**config.mk**
```make
export PLATFORM = sky130hd
export DESIGN_NAME = agt_sequencer
export DESIGN_NICKNAME = d
export VERILOG_FILES = /design/src/core/agt_pkg.sv /design/src/core/agt_sequencer.sv
export VERILOG_INCLUDE_DIRS = /design/src /design/src/core
export SDC_FILE = /design/constraint.sdc
export NUM_CORES = 1
export LEC_CHECK = 0
export CAP_MARGIN = 15
export CORE_MARGIN = 5
export CORE_UTILIZATION = 44
export DETAILED_ROUTE_END_ITERATION = 12
export DONT_BUFFER_PORTS = 1
export GPL_TIMING_DRIVEN = 0
export PLACE_DENSITY = 0.61
export SYNTH_ARGS = -nofsm -noshare
export SYNTH_HDL_FRONTEND = slang
export SYNTH_SLANG_ARGS = --single-unit
```
**constraint.sdc**
```tcl
create_clock -name clk_i -period 6.35 [get_ports clk_i]
set_input_delay 0 -clock clk_i [delete_from_list [all_inputs] [get_ports clk_i]]
set_output_delay 0 -clock clk_i [all_outputs]
set_load 0.01 [all_outputs]
```
**src/core/agt_params.svh**
```systemverilog
`ifndef AGT_PARAMS_SVH
`define AGT_PARAMS_SVH
// Register byte offsets on the Wishbone bus.
`define AGT_OFS_CTRL 8'h00
`define AGT_OFS_CONFIG 8'h04
`define AGT_OFS_STATUS 8'h08
`define AGT_OFS_TQLIM 8'h0c
`define AGT_OFS_PARAM 8'h80
// Control word fields.
`define AGT_CTRL_TUNE 0
`define AGT_CTRL_FIT 1
// Configuration fields and reset value.
`define AGT_CFG_MODE_LSB 0
`define AGT_CFG_SEMI 4
`define AGT_CFG_PAT_LSB 5
`define AGT_CFG_RST 32'h0000_0000
`define AGT_TQLIM_RST 16'h012c
// Control mode codes.
`define AGT_MODE_MAX 4'h5
`define AGT_MODE_SEMI_A 4'h6
`define AGT_MODE_SEMI_B 4'ha
// Parameter bank layout: 0..14 tuned, 16..26 fixed, then fit gain.
`define AGT_NPARAM 32
`define AGT_NTUNED 15
`define AGT_P_INERTIA 10
`define AGT_P_STIFF 11
`define AGT_P_ADAPT 12
`define AGT_P_FIX_LO 16
`define AGT_P_FIX_HI 26
`define AGT_P_FIT_MODE 28
`define AGT_P_FIT_RES 29
// Fixed values written at the end of a tuning run.
`define AGT_FIX_VFF 16'h012c
`define AGT_FIX_FFT 16'h0032
`define AGT_FIX_GACT 16'h0001
`define AGT_FIX_PSWM 16'h000a
`define AGT_FIX_PSWD 16'h001e
`define AGT_FIX_LGSW 16'h0014
`define AGT_FIX_ZERO 16'h0000
// Motion pattern.
`define AGT_MAX_CYCLES 3'h5
`define AGT_DOUBLE_FROM 3'h3
`define AGT_ACCEL_BASE 16'h0010
`define AGT_CYCLE_MS 64'd15000
`define AGT_CLK_KHZ 64'd250000
`define AGT_CYCLE_CLKS (`AGT_CYCLE_MS * `AGT_CLK_KHZ)
`endif

```
**src/core/agt_pkg.sv**
```systemverilog
package agt_pkg;
  // Sequencer states.
  typedef enum logic [1:0] {
    AGT_IDLE = 2'b00,
    AGT_RUN = 2'b01,
    AGT_APPLY = 2'b10,
    AGT_FIT = 2'b11
  } agt_state_t;
endpackage : agt_pkg

```
**src/core/agt_sequencer.sv**
```systemverilog
`timescale 1ns/1ps
`include "agt_params.svh"
module agt_sequencer #(
  parameter logic [31:0] CYCLE_CLKS = 32'(`AGT_CYCLE_CLKS)
) (
  // Clock and reset.
  input wire logic clk_i,
  input wire logic rst_i,
  // Wishbone slave.
  input wire logic cyc_i,
  input wire logic stb_i,
  input wire logic we_i,
  input wire logic [7:0] adr_i,
  input wire logic [3:0] sel_i,
  input wire logic [31:0] dat_i,
  output logic [31:0] dat_o,
  output logic ack_o,
  // Drive state.
  input wire logic servo_on_i,
  input wire logic dev_clear_i,
  input wire logic alarm_i,
  input wire logic [15:0] torque_fb_i,
  input wire logic cw_prohibit_i,
  input wire logic ccw_prohibit_i,
  // Front panel and fit gain search.
  input wire logic key_press_i,
  input wire logic fit_done_i,
  // Motion and torque commands.
  output logic motion_active_o,
  output logic motion_dir_o,
  output logic [15:0] accel_cmd_o,
  output logic [15:0] torque_limit_o,
  output logic drive_inhibit_o
);

  agt_pkg::agt_state_t state_r;
  logic [31:0] cfg_r;
  logic [15:0] tqlim_r;
  logic [15:0] param_r [`AGT_NPARAM];
  logic [2:0] cycle_r;
  logic [31:0] cyc_cnt_r;
  logic [31:0] seg_cnt_r;
  logic [3:0] accel_sh_r;
  logic [31:0] tq_sum_r;
  logic sat_seen_r;
  logic busy_r, done_r, err_r, fail_r, refused_r, fit_err_r;
  logic [15:0] inertia_r;
  logic wr_req, rd_req, start_tune, start_fit, entry_ok, abort;
  logic cycle_end, seg_end, apply_ok, run_last;
  logic [3:0] mode, stiff;
  logic [15:0] tq_abs, est;
  logic [31:0] seg_len;

  assign wr_req = cyc_i && stb_i && we_i && !ack_o && sel_i[0];
  assign rd_req = cyc_i && stb_i && !we_i && !ack_o;
  assign start_tune = wr_req && adr_i == `AGT_OFS_CTRL
                      && dat_i[`AGT_CTRL_TUNE];
  assign start_fit = wr_req && adr_i == `AGT_OFS_CTRL
                     && dat_i[`AGT_CTRL_FIT] && !dat_i[`AGT_CTRL_TUNE];
  assign mode = cfg_r[`AGT_CFG_MODE_LSB +: 4];
  assign stiff = param_r[`AGT_P_STIFF][3:0];

  // Entry check: sampled only in the start cycle, never rechecked.
  assign entry_ok = (mode <= `AGT_MODE_MAX
                     || ((mode == `AGT_MODE_SEMI_A
                          || mode == `AGT_MODE_SEMI_B)
                         && cfg_r[`AGT_CFG_SEMI]))
                    && servo_on_i && !dev_clear_i;
  assign abort = alarm_i || !servo_on_i || dev_clear_i;

  // Each pattern selection splits a cycle into more reversals.
  // Three bits for the shift, so the last pattern does not wrap to zero.
  assign seg_len = CYCLE_CLKS >> (3'(cfg_r[`AGT_CFG_PAT_LSB +: 2]) + 3'd1);
  assign cycle_end = cyc_cnt_r == CYCLE_CLKS - 32'd1;
  // The cycle now running is the last one of the run.
  assign run_last = cycle_r == `AGT_MAX_CYCLES
                    || (sat_seen_r && cycle_r >= `AGT_DOUBLE_FROM);
  assign seg_end = seg_cnt_r == seg_len - 32'd1;
  assign tq_abs = torque_fb_i[15] ? 16'(-torque_fb_i) : torque_fb_i;
  // Mean torque per unit of acceleration stands in for load inertia.
  assign est = 16'(tq_sum_r >> (5'd16 + 5'(accel_sh_r)));
  assign apply_ok = inertia_r != 16'h0000;

  // Bus acknowledge: one cycle after the strobe, dropped the cycle after.
  always_ff @(posedge clk_i) begin
    if (rst_i) begin
      ack_o <= 1'b0;
    end else begin
      ack_o <= cyc_i && stb_i && !ack_o;
    end
  end

  // Read data; unmapped addresses read as zero.
  always_ff @(posedge clk_i) begin
    if (rst_i) begin
      dat_o <= 32'h0000_0000;
    end else if (rd_req) begin
      if (adr_i >= `AGT_OFS_PARAM) begin
        dat_o <= {16'h0000, param_r[adr_i[6:2]]};
      end else begin
        unique case (adr_i)
          `AGT_OFS_CONFIG: dat_o <= cfg_r;
          `AGT_OFS_STATUS: dat_o <= {22'h000000, inertia_r[15:12] == 4'h0,
                                     cycle_r, fit_err_r, refused_r,
                                     fail_r, err_r, done_r, busy_r};
          `AGT_OFS_TQLIM: dat_o <= {16'h0000, tqlim_r};
          default: dat_o <= 32'h0000_0000;
        endcase
      end
    end
  end

  // Configuration and torque limit; frozen while a run is active.
  always_ff @(posedge clk_i) begin
    if (rst_i) begin
      cfg_r <= `AGT_CFG_RST;
      tqlim_r <= `AGT_TQLIM_RST;
    end else if (wr_req && !busy_r) begin
      if (adr_i == `AGT_OFS_CONFIG) begin
        cfg_r <= {25'h0000000, dat_i[6:0]};
      end
      if (adr_i == `AGT_OFS_TQLIM) begin
        tqlim_r <= dat_i[15:0];
      end
    end
  end

  // Main sequencer.
  always_ff @(posedge clk_i) begin
    if (rst_i) begin
      state_r <= agt_pkg::AGT_IDLE;
      busy_r <= 1'b0;
      done_r <= 1'b0;
      err_r <= 1'b0;
      fail_r <= 1'b0;
      refused_r <= 1'b0;
      fit_err_r <= 1'b0;
    end else begin
      unique case (state_r)
        agt_pkg::AGT_IDLE: begin
          if (start_tune || start_fit) begin
            done_r <= 1'b0;
            err_r <= 1'b0;
            fail_r <= 1'b0;
            fit_err_r <= 1'b0;
            refused_r <= !entry_ok;
            if (entry_ok) begin
              busy_r <= 1'b1;
              state_r <= start_tune ? agt_pkg::AGT_RUN
                                    : agt_pkg::AGT_FIT;
            end
          end
        end
        agt_pkg::AGT_RUN: begin
          if (abort) begin
            err_r <= 1'b1;
            busy_r <= 1'b0;
            state_r <= agt_pkg::AGT_IDLE;
          end else if (cycle_end && run_last) begin
            state_r <= agt_pkg::AGT_APPLY;
          end
        end
        agt_pkg::AGT_APPLY: begin
          fail_r <= !apply_ok;
          done_r <= 1'b1;
          busy_r <= 1'b0;
          state_r <= agt_pkg::AGT_IDLE;
        end
        agt_pkg::AGT_FIT: begin
          if (key_press_i || abort) begin
            fit_err_r <= 1'b1;
            busy_r <= 1'b0;
            state_r <= agt_pkg::AGT_IDLE;
          end else if (fit_done_i) begin
            done_r <= 1'b1;
            busy_r <= 1'b0;
            state_r <= agt_pkg::AGT_IDLE;
          end
        end
      endcase
    end
  end

  // Self-generated motion: cycle and reversal timing.
  always_ff @(posedge clk_i) begin
    if (rst_i || state_r != agt_pkg::AGT_RUN) begin
      cyc_cnt_r <= 32'h0000_0000;
      seg_cnt_r <= 32'h0000_0000;
      motion_dir_o <= 1'b0;
      accel_sh_r <= 4'h0;
    end else begin
      cyc_cnt_r <= cycle_end ? 32'h0000_0000 : cyc_cnt_r + 32'd1;
      seg_cnt_r <= (seg_end || cycle_end) ? 32'h0000_0000
                                          : seg_cnt_r + 32'd1;
      motion_dir_o <= cycle_end ? 1'b0 : motion_dir_o ^ seg_end;
      if (cycle_end) begin
        // Doubling is held back when torque already reached the limit.
        if (cycle_r + 3'h1 >= `AGT_DOUBLE_FROM && !sat_seen_r) begin
          accel_sh_r <= accel_sh_r + 4'h1;
        end
      end
    end
  end

  // Cycle number: restarts at one when a run starts and keeps the count of
  // the last run afterwards, so status still shows how far it got.
  always_ff @(posedge clk_i) begin
    if (rst_i) begin
      cycle_r <= 3'h1;
    end else if (state_r == agt_pkg::AGT_IDLE && start_tune && entry_ok) begin
      cycle_r <= 3'h1;
    end else if (state_r == agt_pkg::AGT_RUN && cycle_end && !run_last) begin
      cycle_r <= cycle_r + 3'h1;
    end
  end

  // Torque integration and inertia estimate per cycle.
  always_ff @(posedge clk_i) begin
    if (rst_i || state_r == agt_pkg::AGT_IDLE) begin
      tq_sum_r <= 32'h0000_0000;
      sat_seen_r <= 1'b0;
      inertia_r <= 16'h0000;
    end else if (state_r == agt_pkg::AGT_RUN) begin
      if (cycle_end) begin
        inertia_r <= est;
        tq_sum_r <= 32'h0000_0000;
        sat_seen_r <= 1'b0;
      end else begin
        // Sum saturates instead of wrapping on heavy loads.
        tq_sum_r <= (tq_sum_r > 32'hffff_0000) ? tq_sum_r
                    : tq_sum_r + {16'h0000, tq_abs};
        sat_seen_r <= sat_seen_r || tq_abs >= tqlim_r;
      end
    end
  end

  // Motion and torque outputs follow the run state.
  always_ff @(posedge clk_i) begin
    if (rst_i) begin
      motion_active_o <= 1'b0;
      accel_cmd_o <= 16'h0000;
      torque_limit_o <= 16'h0000;
      drive_inhibit_o <= 1'b0;
    end else begin
      motion_active_o <= state_r == agt_pkg::AGT_RUN && !abort;
      accel_cmd_o <= state_r == agt_pkg::AGT_RUN
                     ? `AGT_ACCEL_BASE << accel_sh_r : 16'h0000;
      torque_limit_o <= state_r == agt_pkg::AGT_RUN
                        ? tqlim_r : 16'hffff;
      drive_inhibit_o <= state_r != agt_pkg::AGT_RUN
                         && (cw_prohibit_i || ccw_prohibit_i);
    end
  end

  // Value written into a tuned entry; gains grow with stiffness.
  function automatic logic [15:0] tuned_val(input int idx,
                                            input logic [3:0] stf,
                                            input logic [15:0] jr,
                                            input logic [15:0] old);
    logic [15:0] base;
    base = {12'h000, stf} + 16'h0001;
    unique case (idx)
      0, 5: tuned_val = 16'(base * 16'h0010);
      1, 6: tuned_val = 16'(base * 16'h000a + (jr >> 4));
      2, 7: tuned_val = 16'h03e8 >> stf[3:2];
      3, 8: tuned_val = 16'h0000;
      4, 9: tuned_val = 16'h0064 >> stf[3:2];
      `AGT_P_INERTIA: tuned_val = jr;
      `AGT_P_STIFF: tuned_val = {12'h000, stf};
      `AGT_P_ADAPT: tuned_val = old;
      13: tuned_val = 16'h0032;
      default: tuned_val = 16'h0021;
    endcase
  endfunction : tuned_val

  // Value forced into a fixed entry.
  function automatic logic [15:0] fixed_val(input int idx);
    unique case (idx)
      16: fixed_val = `AGT_FIX_VFF;
      17: fixed_val = `AGT_FIX_FFT;
      21: fixed_val = `AGT_FIX_GACT;
      22: fixed_val = `AGT_FIX_PSWM;
      23: fixed_val = `AGT_FIX_PSWD;
      24: fixed_val = `AGT_FIX_LGSW;
      default: fixed_val = `AGT_FIX_ZERO;
    endcase
  endfunction : fixed_val

  // Parameter bank: software writes, tuning and fit gain overwrite.
  for (genvar i = 0; i < `AGT_NPARAM; i++) begin : g_param
    always_ff @(posedge clk_i) begin
      if (rst_i) begin
        param_r[i] <= 16'h0000;
      end else if (state_r == agt_pkg::AGT_APPLY && apply_ok
                   && i < `AGT_NTUNED) begin
        param_r[i] <= tuned_val(i, stiff, inertia_r, param_r[i]);
      end else if (state_r == agt_pkg::AGT_APPLY && apply_ok
                   && i >= `AGT_P_FIX_LO && i <= `AGT_P_FIX_HI) begin
        param_r[i] <= fixed_val(i);
      end else if (state_r == agt_pkg::AGT_FIT && fit_done_i
                   && !key_press_i && !abort && i == `AGT_P_FIT_RES) begin
        param_r[i] <= {stiff, param_r[0][11:0]};
      end else if (wr_req && !busy_r && adr_i >= `AGT_OFS_PARAM
                   && adr_i[6:2] == 5'(i)) begin
        param_r[i] <= dat_i[15:0];
      end
    end
  end

endmodule : agt_sequencer

```
==> impl_metrics.yaml <==
setup_path:
  critical_path_class: "reg2reg"
  end_kind: "flip-flop"
  cp_max_fo: 9
  start_kind: "flip-flop"
  crit_chain: "inv_1 > xnor2_1 > inv_1 > ha_1 > ha_1 > fa_1 > ha_1 > a21boi_0 > o21ai_0 > a21oi_1 > mux2i_1 > nand2_1"
  critical_path_arrival_ns: 5.28
  critical_path.top_delay_family: "adder cells"
  path_buf_inv: 2
  cp_common_cell: "ha_1"
  slowest_stage: "edfxtp_1"
  cp.required_ns: 6.73
  cp_slowest_stage_delay_ns: 0.74
place:
  placedInstanceArea_um2: 37500
  place.gp.congestion: 0.979
  hpwl_um: 93300
  preCtsSetupSlack_ns: 1.65
  place_inst: 4051
  port_buffers: 0
clocking:
  clkTransAtPathRegs_ns: 0.06
  worstSkewPairLatency_ns: 0.64
  postCtsHoldBufs: 31
  cts_buffer_depth: 3
  cts-htree-levels: 3
  cts_buffers: 78
  ctsResizeCount: 0
  cts-root-buf: "clkbuf_16"
  cts_setup_buffers: 0
  cts_tree: "built"
  cts_sinks: 711
detailed_routing:
  routedWlPerCell_um: 29.6
  avgViaCountPerCell: 6.04
  vias: 25561
  wl_um: 125000
  drt_first_pass_iters: 6
  route.detailed.drc: 0
  ant_nets: 0
  drtIter0Drc: 2821
synth:
  syn_area_um2: 35500
  netlist.area_leader.share_pct: 43.3
  yosys_register_bits: 711
  syn_area_per_cell_um2: 12.1
  synth.most_common_cell: "edfxtp_1"
  synth.distinct_cells: 94
  synth.yosys.seq_area_share_pct: 54.5
  yosysTopAreaCell: "edfxtp_1"
  yosys-top-cells-count: "edfxtp_1, and2_1, nand2_1"
  yosysWarnings: 0
  synth.area.top_cells: "edfxtp_1, dfxtp_1, mux4_2, and2_1, nand2_1"
  synthArstFlopShare_pct: 0
  synth_flop_cell: "edfxtp_1"
  synth_edf_count: 512
  netlist_instances: 2943
final_layout:
  fill_cells: 7052
  fin_util_pct: 50.1
  stdcell_area_um2: 40200
  layout-drive-gt1-share_pct: 15.5
  area_growth_pct: 13.2
  nets: 3251
  fin_cells: 4232
global_route:
  grt_use_total_pct: 28.4
  overflow: 0
  met3_usage_pct: 5.23
  grt_max_degree: 17
  grt_pass1_vias: 25172
  antenna_found_initial: 14
  top_usage_layer: "met2"
  use_met2_pct: 46.6
  use_met1_pct: 36.7
  grt_first_pass_wirelength_um: 179000
sta:
  slew_headroom_pct: 19.3
  final.period_utilization_pct: 77.2
  worst_slew_pin_slew_ns: 1.18
  period_needed_ns: 4.90
  rsz0062_at_grt: "no"
  setup_viol: 0
  holdWs_ns: 0.0262
  slew_viol_final: 0
  setup_tns_ns: 0
  fmax_mhz: 204
  hold_viol: 0
  setup_slack_ns: 1.45
  finClkSkew_ns: 0.0223
power:
  powerDensity_nw_per_um2: 255
  power_mw: 10.3
  ir_drop_mv: 0.195
  leakagePower_nw: 14.4
floorplan:
  core_area_um2: 80300
  die_h_um: 294
  die_area_um2: 86500
  io_pins: 140
  core.rowCount: 104
  fp.dieW_um: 294
  start_util_pct: 44.2
min_path:
  hold_path_class: "in2reg"
outcome:
  outcome: "finished, final reports clean"
job:
  max_cap_violations: 0
logic make-up after synthesis:
| logic type | share of synthesized area [%] |
|---|---|
| and+or+nand+nor | 17.6 |
| DFF | 54.5 |
| AOI/OAI and AO/OA | 7.65 |
| buffers and inverters | 3.57 |
| muxes | 11.1 |
| xor gates and xnor gates | 2.84 |
| adders and majority gates | 2.74 |
| other | 0.0106 |
metal layers:
layer,part of all wire [%],vias to the layer above
met3,8.6,282
met2,48,1294
met4,5.8,4
li1,-,11033
met5,0.018,-
met1,38,12948
final timing paths:
| check | depth (start not counted) | slack [ns] | to | start |
|---|---|---|---|---|
| setup / recovery | 12 | 1.45 | param_r[6][9] | param_r[11][3] |
| hold / removal | 3 | 0.03 | tqlim_r[7] | dat_i[7] |
| setup reg to reg | 12 | 1.45 | param_r[6][9] | param_r[11][3] |
| hold reg to reg | 1 | 0.44 | seg_cnt_r[0] | seg_cnt_r[0] |
cell type report:
type,instances,area (µm²),share of cell area [%]
clock inverter,32,226,0.563
timing repair buffer,61,753,1.87
sequential,711,19400,48.1
inverter,52,195,0.485
tap,1060,1330,3.30
multi-input combinational,1973,15100,37.5
antenna,15,37.5,0.0933
clock buffer,102,2150,5.34
buffer,226,1070,2.67
sequential cells by signal (all words and copies together) (netlist names), 2 cells and up:
name / flops
dat_o: 16
inertia_r: 16
tq_sum_r: 32
accel_cmd_o: 12
seg_cnt_r: 32
param_r: 512
state_r: 2
tqlim_r: 16
cyc_cnt_r: 32
torque_limit_o: 16
accel_sh_r: 4
cycle_r: 3
cfg_r: 7
cell usage in the layout (no fill, tap or decap), types with 49 or more instances in the layout:
master	synthesis	routed
a21oi_1	115	115
clkbuf_1	129	145
and2_1	406	406
dfxtp_1	199	199
nor2_1	182	182
buf_2	51	51
ha_1	73	73
clkbuf_16	0	81
edfxtp_1	512	512
a22o_1	57	57
inv_1	49	49
nand2_1	266	266
xnor2_1	81	81
nand3_1	49	49
mux4_2	151	151
o21ai_0	84	59
worst register-to-register path, delay by kind of cell, from the launching register on:
family	cells	cell delay (ns)
buffers and inverters	2	0.53
AOI/OAI and AO/OA	3	0.85
xor gates and xnor gates	1	0.66
DFF	1	0.74
muxes	1	0.42
adders and majority gates	4	1.36
and+or+nand+nor	1	0.09
power by group:
group	internal [mW]	switching, mW
registers	5.07	0.0489
logic	0.275	0.534
clock network	2.46	1.89
(Power assumes the default switching activity.)
